[src/inc/adc_cfg_pkg.sv]
// constants, field layouts and carriers of the converter configuration bank
// assumes one 25 MHz clock and an APB master with 32-bit data
// Notes on behaviour
// - bit 6 doubles output clock buffer drive
// - channel B bit 0 selects high-frequency mode
// - channel A bit 0 selects high-frequency mode
// - channel A converges to midcode plus pedestal
// - pedestal is six-bit signed, bits 7 to 2
// - channel B converges to midcode plus pedestal
// - each channel uses only its own pedestal
// - hold bit freezes the offset estimate
// - bits 5 to 2 set loop period
// - pedestal and hold act only with loop on
package adc_cfg_pkg;

   // ***********************************************************
   // register indices (byte address is four times the index)
   // ***********************************************************
   localparam int ADDR_W = 12;
   localparam int IDX_W = 10;
   localparam logic [IDX_W-1:0] IDX_POWER = 10'h045;
   localparam logic [IDX_W-1:0] IDX_HF_A = 10'h058;
   localparam logic [IDX_W-1:0] IDX_PED_A = 10'h0BF;
   localparam logic [IDX_W-1:0] IDX_PED_B = 10'h0C1;
   localparam logic [IDX_W-1:0] IDX_LOOP = 10'h0CF;
   localparam logic [IDX_W-1:0] IDX_HF_B = 10'h01A;
   localparam logic [IDX_W-1:0] IDX_LOOP_EN = 10'h0D0;
   localparam logic [IDX_W-1:0] IDX_STATUS = 10'h0E0;

   // ***********************************************************
   // field positions and reset values
   // ***********************************************************
   localparam int PWR_SLEEP_BIT = 7;
   localparam int PWR_CLK_DRV_BIT = 6;
   localparam int PWR_DATA_DRV_BIT = 5;
   localparam int PWR_OFF_BIT = 2;
   localparam int HF_BIT = 0;
   localparam int PED_MSB = 7;
   localparam int PED_LSB = 2;
   localparam int HOLD_BIT = 7;
   localparam int PERIOD_MSB = 5;
   localparam int PERIOD_LSB = 2;
   localparam int LOOP_ON_BIT = 5;
   localparam int ST_RUN_BIT = 0;
   localparam int ST_SLEEP_BIT = 1;
   localparam int ST_WAKE_BIT = 2;
   localparam int ST_OFF_BIT = 3;
   localparam logic [7:0] REG_RESET = 8'h00;
   localparam logic [31:0] RD_ZERO = 32'h00000000;

   // ***********************************************************
   // timing
   // ***********************************************************
   localparam int CLK_MHZ = 25;
   localparam int WAKE_TIME_US = 50;
   localparam int WAKE_CYCLES = WAKE_TIME_US * CLK_MHZ;
   localparam int WAKE_W = 11;
   localparam int CNT_W = 16;

   // ***********************************************************
   // carriers and states
   // ***********************************************************
   typedef struct packed {
      logic sleep;
      logic clk_drv;
      logic data_drv;
      logic off;
   } power_s;

   typedef struct packed {
      logic on;
      logic hold;
      logic [3:0] period;
   } loop_s;

   typedef struct packed {
      logic [5:0] ped;
      logic high_freq;
   } chan_s;

   typedef enum {PWR_RUN, PWR_SLEEP, PWR_WAKE, PWR_OFF} pwr_e;

endpackage

[src/hw/adc_power_pedestal_config_regs.sv]
// configuration bank: power, buffer drive, high-frequency mode, offset loop
// assumes APB master on ref_clk and samples synchronous to ref_clk
//
// Added by the designer: register access over APB.
`timescale 1ns/10ps
module adc_power_pedestal_config_regs
   import adc_cfg_pkg::*;
#(
   parameter int DATA_W = 14
) (
   // clock and reset
   input wire logic ref_clk,
   input wire logic rst,
   // apb slave
   input wire logic psel,
   input wire logic penable,
   input wire logic pwrite,
   input wire logic [ADDR_W-1:0] paddr,
   input wire logic [31:0] pwdata,
   output logic [31:0] prdata,
   output logic pready,
   output logic pslverr,
   // converter samples
   input wire logic [DATA_W-1:0] ch_a_in,
   input wire logic [DATA_W-1:0] ch_b_in,
   output logic [DATA_W-1:0] ch_a_out,
   output logic [DATA_W-1:0] ch_b_out,
   // analog and buffer controls
   output logic both_channel_sleep,
   output logic clock_buffer_drive_double,
   output logic data_buffer_drive_double,
   output logic total_power_off,
   output logic chan_a_high_input_freq,
   output logic chan_b_high_input_freq,
   output logic conv_active
);

   // narrower words cannot hold midcode plus the pedestal range
   if (DATA_W < 8 || DATA_W > 16) begin : g_bad_width
      $error("DATA_W out of range");
   end

   localparam int SW = DATA_W + 2;
   localparam logic [DATA_W-1:0] MID = DATA_W'(1) << (DATA_W - 1);
   localparam logic [DATA_W-1:0] MAXC = '1;

   // ***********************************************************
   // register storage
   // ***********************************************************
   power_s power;
   loop_s loop;
   chan_s chan [2];
   pwr_e state;
   logic [WAKE_W-1:0] wake_cnt;
   logic [CNT_W-1:0] tick_cnt;
   logic tick;

   logic [IDX_W-1:0] idx;
   logic mapped;
   logic wr_en;
   logic [7:0] rd_byte;

   assign idx = paddr[ADDR_W-1:2];
   assign wr_en = psel && penable && pwrite && mapped;

   always_comb begin
      unique case (idx)
         IDX_POWER, IDX_HF_A, IDX_HF_B, IDX_PED_A, IDX_PED_B,
         IDX_LOOP, IDX_LOOP_EN, IDX_STATUS: mapped = 1'b1;
         default: mapped = 1'b0;
      endcase
   end

   // zero wait states: data prepared in setup, answered in access
   assign pready = 1'b1;
   assign pslverr = psel && penable && !mapped;

   // only the defined bits are stored, so unused bits read as zero
   always_ff @(posedge ref_clk or posedge rst) begin
      if (rst) begin
         power <= '0;
         loop <= '0;
         chan[0] <= '0;
         chan[1] <= '0;
      end else if (wr_en) begin
         unique case (idx)
            IDX_POWER: begin
               power.sleep <= pwdata[PWR_SLEEP_BIT];
               power.clk_drv <= pwdata[PWR_CLK_DRV_BIT];
               power.data_drv <= pwdata[PWR_DATA_DRV_BIT];
               power.off <= pwdata[PWR_OFF_BIT];
            end
            IDX_HF_A: chan[0].high_freq <= pwdata[HF_BIT];
            IDX_HF_B: chan[1].high_freq <= pwdata[HF_BIT];
            IDX_PED_A: chan[0].ped <= pwdata[PED_MSB:PED_LSB];
            IDX_PED_B: chan[1].ped <= pwdata[PED_MSB:PED_LSB];
            IDX_LOOP: begin
               loop.hold <= pwdata[HOLD_BIT];
               loop.period <= pwdata[PERIOD_MSB:PERIOD_LSB];
            end
            IDX_LOOP_EN: loop.on <= pwdata[LOOP_ON_BIT];
            default: ;
         endcase
      end
   end

   // ***********************************************************
   // read path
   // ***********************************************************
   always_comb begin
      rd_byte = REG_RESET;
      unique case (idx)
         IDX_POWER: begin
            rd_byte[PWR_SLEEP_BIT] = power.sleep;
            rd_byte[PWR_CLK_DRV_BIT] = power.clk_drv;
            rd_byte[PWR_DATA_DRV_BIT] = power.data_drv;
            rd_byte[PWR_OFF_BIT] = power.off;
         end
         IDX_HF_A: rd_byte[HF_BIT] = chan[0].high_freq;
         IDX_HF_B: rd_byte[HF_BIT] = chan[1].high_freq;
         IDX_PED_A: rd_byte[PED_MSB:PED_LSB] = chan[0].ped;
         IDX_PED_B: rd_byte[PED_MSB:PED_LSB] = chan[1].ped;
         IDX_LOOP: begin
            rd_byte[HOLD_BIT] = loop.hold;
            rd_byte[PERIOD_MSB:PERIOD_LSB] = loop.period;
         end
         IDX_LOOP_EN: rd_byte[LOOP_ON_BIT] = loop.on;
         IDX_STATUS: begin
            rd_byte[ST_RUN_BIT] = (state == PWR_RUN);
            rd_byte[ST_SLEEP_BIT] = (state == PWR_SLEEP);
            rd_byte[ST_WAKE_BIT] = (state == PWR_WAKE);
            rd_byte[ST_OFF_BIT] = (state == PWR_OFF);
         end
         default: ;
      endcase
   end

   always_ff @(posedge ref_clk or posedge rst) begin
      if (rst) begin
         prdata <= RD_ZERO;
      end else if (psel && !penable) begin
         prdata <= {24'h000000, rd_byte};
      end
   end

   // ***********************************************************
   // power sequencing
   // ***********************************************************
   // wake time is the typical figure; a real part may need margin
   always_ff @(posedge ref_clk or posedge rst) begin
      if (rst) begin
         state <= PWR_RUN;
      end else begin
         unique case (state)
            PWR_RUN: begin
               if (power.off) state <= PWR_OFF;
               else if (power.sleep) state <= PWR_SLEEP;
            end
            PWR_SLEEP: begin
               if (power.off) state <= PWR_OFF;
               else if (!power.sleep) state <= PWR_WAKE;
            end
            PWR_WAKE: begin
               if (power.off) state <= PWR_OFF;
               else if (power.sleep) state <= PWR_SLEEP;
               else if (wake_cnt == WAKE_W'(WAKE_CYCLES - 1)) begin
                  state <= PWR_RUN;
               end
            end
            PWR_OFF: begin
               if (!power.off) begin
                  state <= power.sleep ? PWR_SLEEP : PWR_WAKE;
               end
            end
         endcase
      end
   end

   always_ff @(posedge ref_clk or posedge rst) begin
      if (rst) begin
         wake_cnt <= '0;
      end else if (state == PWR_WAKE) begin
         wake_cnt <= wake_cnt + WAKE_W'(1);
      end else begin
         wake_cnt <= '0;
      end
   end

   assign both_channel_sleep = power.sleep;
   assign clock_buffer_drive_double = power.clk_drv;
   assign data_buffer_drive_double = power.data_drv;
   assign total_power_off = power.off;
   assign chan_a_high_input_freq = chan[0].high_freq;
   assign chan_b_high_input_freq = chan[1].high_freq;
   assign conv_active = (state == PWR_RUN);

   // ***********************************************************
   // offset loop timebase
   // ***********************************************************
   logic [CNT_W-1:0] period_len;
   assign period_len = CNT_W'(1) << loop.period;
   assign tick = (tick_cnt >= period_len - CNT_W'(1));

   always_ff @(posedge ref_clk or posedge rst) begin
      if (rst) begin
         tick_cnt <= '0;
      end else if (tick || !loop.on) begin
         tick_cnt <= '0;
      end else begin
         tick_cnt <= tick_cnt + CNT_W'(1);
      end
   end

   // ***********************************************************
   // per-channel offset correction
   // ***********************************************************
   logic [DATA_W-1:0] samp [2];
   logic [DATA_W-1:0] outv [2];
   logic signed [SW-1:0] est [2];
   logic signed [SW-1:0] err [2];

   assign samp[0] = ch_a_in;
   assign samp[1] = ch_b_in;
   assign ch_a_out = outv[0];
   assign ch_b_out = outv[1];

   for (genvar i = 0; i < 2; i++) begin : g_chan
      logic signed [SW-1:0] corr;
      logic signed [SW-1:0] targ;

      assign corr = $signed({2'b00, samp[i]}) - est[i];
      // each channel reads its own pedestal only
      assign targ = $signed({2'b00, MID})
                    + SW'($signed(chan[i].ped));
      assign err[i] = corr - targ;

      always_ff @(posedge ref_clk or posedge rst) begin
         if (rst) begin
            est[i] <= '0;
         end else if (!loop.on) begin
            est[i] <= '0;
         end else if (loop.hold) begin
            est[i] <= est[i];
         end else if (tick && state == PWR_RUN) begin
            // one-code steps: slow but free of limit cycles
            if (err[i] > 0) est[i] <= est[i] + SW'(1);
            else if (err[i] < 0) est[i] <= est[i] - SW'(1);
         end
      end

      always_ff @(posedge ref_clk or posedge rst) begin
         if (rst) begin
            outv[i] <= '0;
         end else if (state != PWR_RUN) begin
            outv[i] <= '0;
         end else if (!loop.on) begin
            outv[i] <= samp[i];
         end else if (corr < 0) begin
            outv[i] <= '0;
         end else if (corr > $signed({2'b00, MAXC})) begin
            outv[i] <= MAXC;
         end else begin
            outv[i] <= corr[DATA_W-1:0];
         end
      end
   end
endmodule // adc_power_pedestal_config_regs

[config.mk]
export PLATFORM = sky130hd
export DESIGN_NAME = adc_power_pedestal_config_regs
export DESIGN_NICKNAME = d
export VERILOG_FILES = /design/src/inc/adc_cfg_pkg.sv /design/src/hw/adc_power_pedestal_config_regs.sv
export SDC_FILE = /design/constraint.sdc
export NUM_CORES = 1
export LEC_CHECK = 0
export ABC_AREA = 0
export BUFFER_PORTS_ARGS = -buffer_cell sky130_fd_sc_hd__buf_2
export CAP_MARGIN = 15
export CORE_ASPECT_RATIO = 1.2
export CORE_MARGIN = 1.5
export CORE_UTILIZATION = 64
export DETAILED_ROUTE_END_ITERATION = 10
export PLACE_DENSITY = 0.88
export SYNTH_ARGS = -nofsm -noshare
export SYNTH_HDL_FRONTEND = slang
export SYNTH_SLANG_ARGS = --single-unit
[constraint.sdc]
create_clock -name ref_clk -period 16 [get_ports ref_clk]
set_input_delay 2.4 -clock ref_clk [delete_from_list [all_inputs] [get_ports ref_clk]]
set_output_delay 2.4 -clock ref_clk [all_outputs]
set_load 0.005 [all_outputs]
==> summary.md <==
| Metric | Value |
|---|---|
| Status | finished, final reports clean |
| Worst path bufs/invs | 2 |
| Top post-synthesis cells by area | dfrtp_1 29%, ha_1 16%, nand2_1 4.0% |
| Antenna Cells | 0 |
| GP Congestion | 0.944 |
| CP max stage cell | nand2b_1 |
| Vias/cell | 6.15 |
| Initial DRC Count | 678 |
| PD cells | 88.6 nW/µm² |
| Crit Path Max Fanout | 17 |
| Initial Util | 65.2% |
| DP Worst Slack | around 6 ns |
| Final WS setup | 6.00 ns |
| Switching power share of the total | 31.2% |
| R2R depth | 30 |
| Die W | 120 µm |
| DRC errors left | 0 |
| RSZ-0062 raised after global routing | no |
| CP delay by family, top | compound AO/OA/AOI/OAI gates |
| Final Net Count | 1542 |
| Total track usage | 31.3% |
| Core footprint | 16200 µm² |
| Final hold slack | between 0.4 and 0.5 ns |
| Worst VDD drop | 0.0000708 V |
| Synth cell types | 75 |
| Seq pwr share | 31.3% |
| # setup viols final | 0 |
| Hold Vio Cnt, Final | 0 |
| Largest net degree at the start of global routing | 64 |
| Overflow after GRT | 0 |
| Slew @ Worst Pin | approximately 1.1 ns |
| Utilization after layout | 72.9% |
| Rel. slew slack | 24.1% |
| Row count | 51 |
| Via count | 9505 |
| Avg Inst Size Synth | 8.57 µm² |
| Routed wire length | roughly 26000 µm |
| Final instance area | 11800 µm² |
| Multi-input logic area | 7010 µm² |
| Synth Flop Type | dfrtp_1 |
| Worst Skew | 0.00492 ns |
| Layout cell share with drive strength beyond 1 | 12.7% |
| Wirelength per Cell | around 17 µm |
| Number of iterations in the first detailed-routing pass | 8 |
| Pleak | 5.79 nW |
| Placed instance area | 11100 µm² |
| CP peak stage delay | 0.66 ns |
| Antenna Nets Post-Route | 0 |
| Die area | 17300 µm² |
| Hold buffer count at cts | 0 |
| Clk sinks | 121 |
| Post-synth EDFFs | 0 |
| Area share of the largest cell type after synthesis | 28.6% |
| CP endpoint kind | register |
| Worst-path clk slew | 0.06 ns |
| Maximum clock path buffer count | 2 |
| Max-cap violations | 0 |
| DP HPWL | 19000 µm |
| Synth area leader | dfrtp_1 |
| Worst setup SP type | input pin |
| Postcts setup bufs | 0 |
| CTS resizes | 0 |
| Cells after Synth | 1234 |
| H-tree lvl count | 4 |
| Worst setup path category | in -> reg |
| Number of global-route vias before repair | 9206 |
| Tcrit/Tclk final | 62.5% |
| Logic pwr share | 27.7% |
| CP required | 16.35 ns |
| Fmax | 100 MHz |
| CTS tree | done |
| Clk Latency, worst-skew pair | 0.43 ns |
| HP Class | reg -> reg |
| R2r setup slk | between 7 and 8 ns |
| CP arrival | 10.35 ns |
| Post-synthesis cell area | between 10000 and 15000 µm² |
| Number of filler cells placed in the layout | 1192 |
| Antenna violations before repair | 0 |
| FF/Latch Area | 3030 µm² |
| Die Y | 144 µm |
| Num CTS Buffers | 17 |
| Final setup TNS | 0 ns |
| Sequential area share after synthesis | 28.6% |
| Hold path cells | 1 |
| Internal power | 0.000720 W |
| Root buffer cell | clkbuf_16 |
| Post-synth ARST share | 100% |
| # port buffers | 93 |
| Clock power frac | 41.1% |
| Crit path time final | between 9 and 10 ns |
| FF+latch count, synth | 121 |
| Syn. warnings | 0 |
| First-pass GRT wire length | 43400 µm |
| Io pins | between 100 and 150 |
| Levels on crit path | 32 |
| Area grow syn2layout | 11.7% |
| Final Max Tran Viols | 0 |
| Net Switching | 0.000327 W |
==> per-layer routing <==
layer / global-route usage, % / part of all wire [%]
met4: 16.8 / 4.7
met5: 0 / 0
met1: 35.9 / 40
met3: 5.60 / 5.0
met2: 55.6 / 50
==> worst reg2reg max path: cells and delay by family, from the launching register on <==
family / cells / cell delay (ns)
simple gates: 5 / 1.35
compound gates: 17 / 4.08
fa+ha+maj: 5 / 1.68
flops: 1 / 0.42
xor+xnor: 2 / 0.56
mux: 1 / 0.18
==> synth_stat cells (all sizes together), types with 9 or more instances <==
master  instances
nand2         114
a22oi          20
and2            9
clkbuf         26
a21o           23
o21a           12
inv            83
nand3          42
dfrtp         121
o31ai          18
o22ai          16
xnor2          45
ha            138
o21bai         10
xor2           38
buf            30
mux2           19
nor3           25
nor2b          15
o21ai          86
nand2b         19
a21oi          57
a211oi         12
nor2          109
or3            13
nand4          10
and3           19
==> final timing paths <==
path	start	to
setup / recovery	ch_a_in[0]	est[31]
hold / removal	prdata[3]	prdata[3]
setup reg to reg	est[16]	est[31]
hold reg to reg	prdata[3]	prdata[3]
max in group asynchronous	rst	wake_cnt[4]
min in group asynchronous	rst	est[7]
==> kinds of logic after synthesis <==
kind of cell,synth area share [%]
AND/OR/NAND/NOR,18.5
AO/OA/AOI/OAI,20.0
adder cells (fa/ha/maj),17.5
buffers and inverters,5.93
flip-flops,28.6
XOR/XNOR,6.88
multiplexers,2.50
other,0.0710
==> through the flow <==
step / power (W) / cells
6_report: 0.00105 / 1546
5_1_grt: 0.00110 / 1546
4_1_cts: 0.00105 / 1545
3_5_place_dp: 0.000613 / 1513
3_3_place_gp: 0.000604 / 1513
2_1_floorplan: 0.000544 / 1258
==> cells in the final DEF, fill, tap and decap left out, types with 7 or more instances in the layout <==
master	netlist	routed
buf_2	3	93
ha_1	138	138
inv_1	83	82
nor2_1	109	109
a211oi_1	9	9
nand3_1	42	42
xor2_1	38	38
nand2_1	114	114
o22ai_1	16	16
xnor2_1	45	45
a21o_1	23	23
mux2_2	18	18
dfrtp_1	121	121
a22oi_1	20	20
nor4_1	7	7
nand2b_1	19	19
a21oi_1	57	57
or3_1	11	11
and2_1	7	7
nand4_1	10	10
conb_1	2	26
nor3_1	25	24
nor2b_1	15	15
o21ai_0	84	84
o21a_1	12	12
o21bai_1	10	10
and3_1	19	19
o31ai_1	17	17
clkbuf_16	0	17
==> registers in the layout, indices dropped and copies added, names as in the netlist, 2 cells and up <==
signal and cells:
chan 12, wake_cnt 11, tick_cnt 16, est 32
ch_b_out 14, loop 6, state 2, prdata 8
ch_a_out 14
==> cell type report <==
type                    count  share of cell area (%)
clock buffers              21                    3.90
multi-input cells         998                    59.4
repair buffers            100                    4.56
flip-flops and latches    121                    25.6
well taps                 212                    2.25
inverters                  83                    2.66
clock inverters            11                    1.64
==> power by group through the flow <==
stage / logic [W] / registers, W / clock network [W]
after floorplan: 0.000213 / 0.000332 / 0
after global placement: 0.000272 / 0.000332 / 0
final: 0.000290 / 0.000327 / 0.000430
after detailed placement: 0.000281 / 0.000332 / 0
after global routing: 0.000323 / 0.000328 / 0.000446
after CTS: 0.000287 / 0.000327 / 0.000431
(Power assumes the default switching activity.)
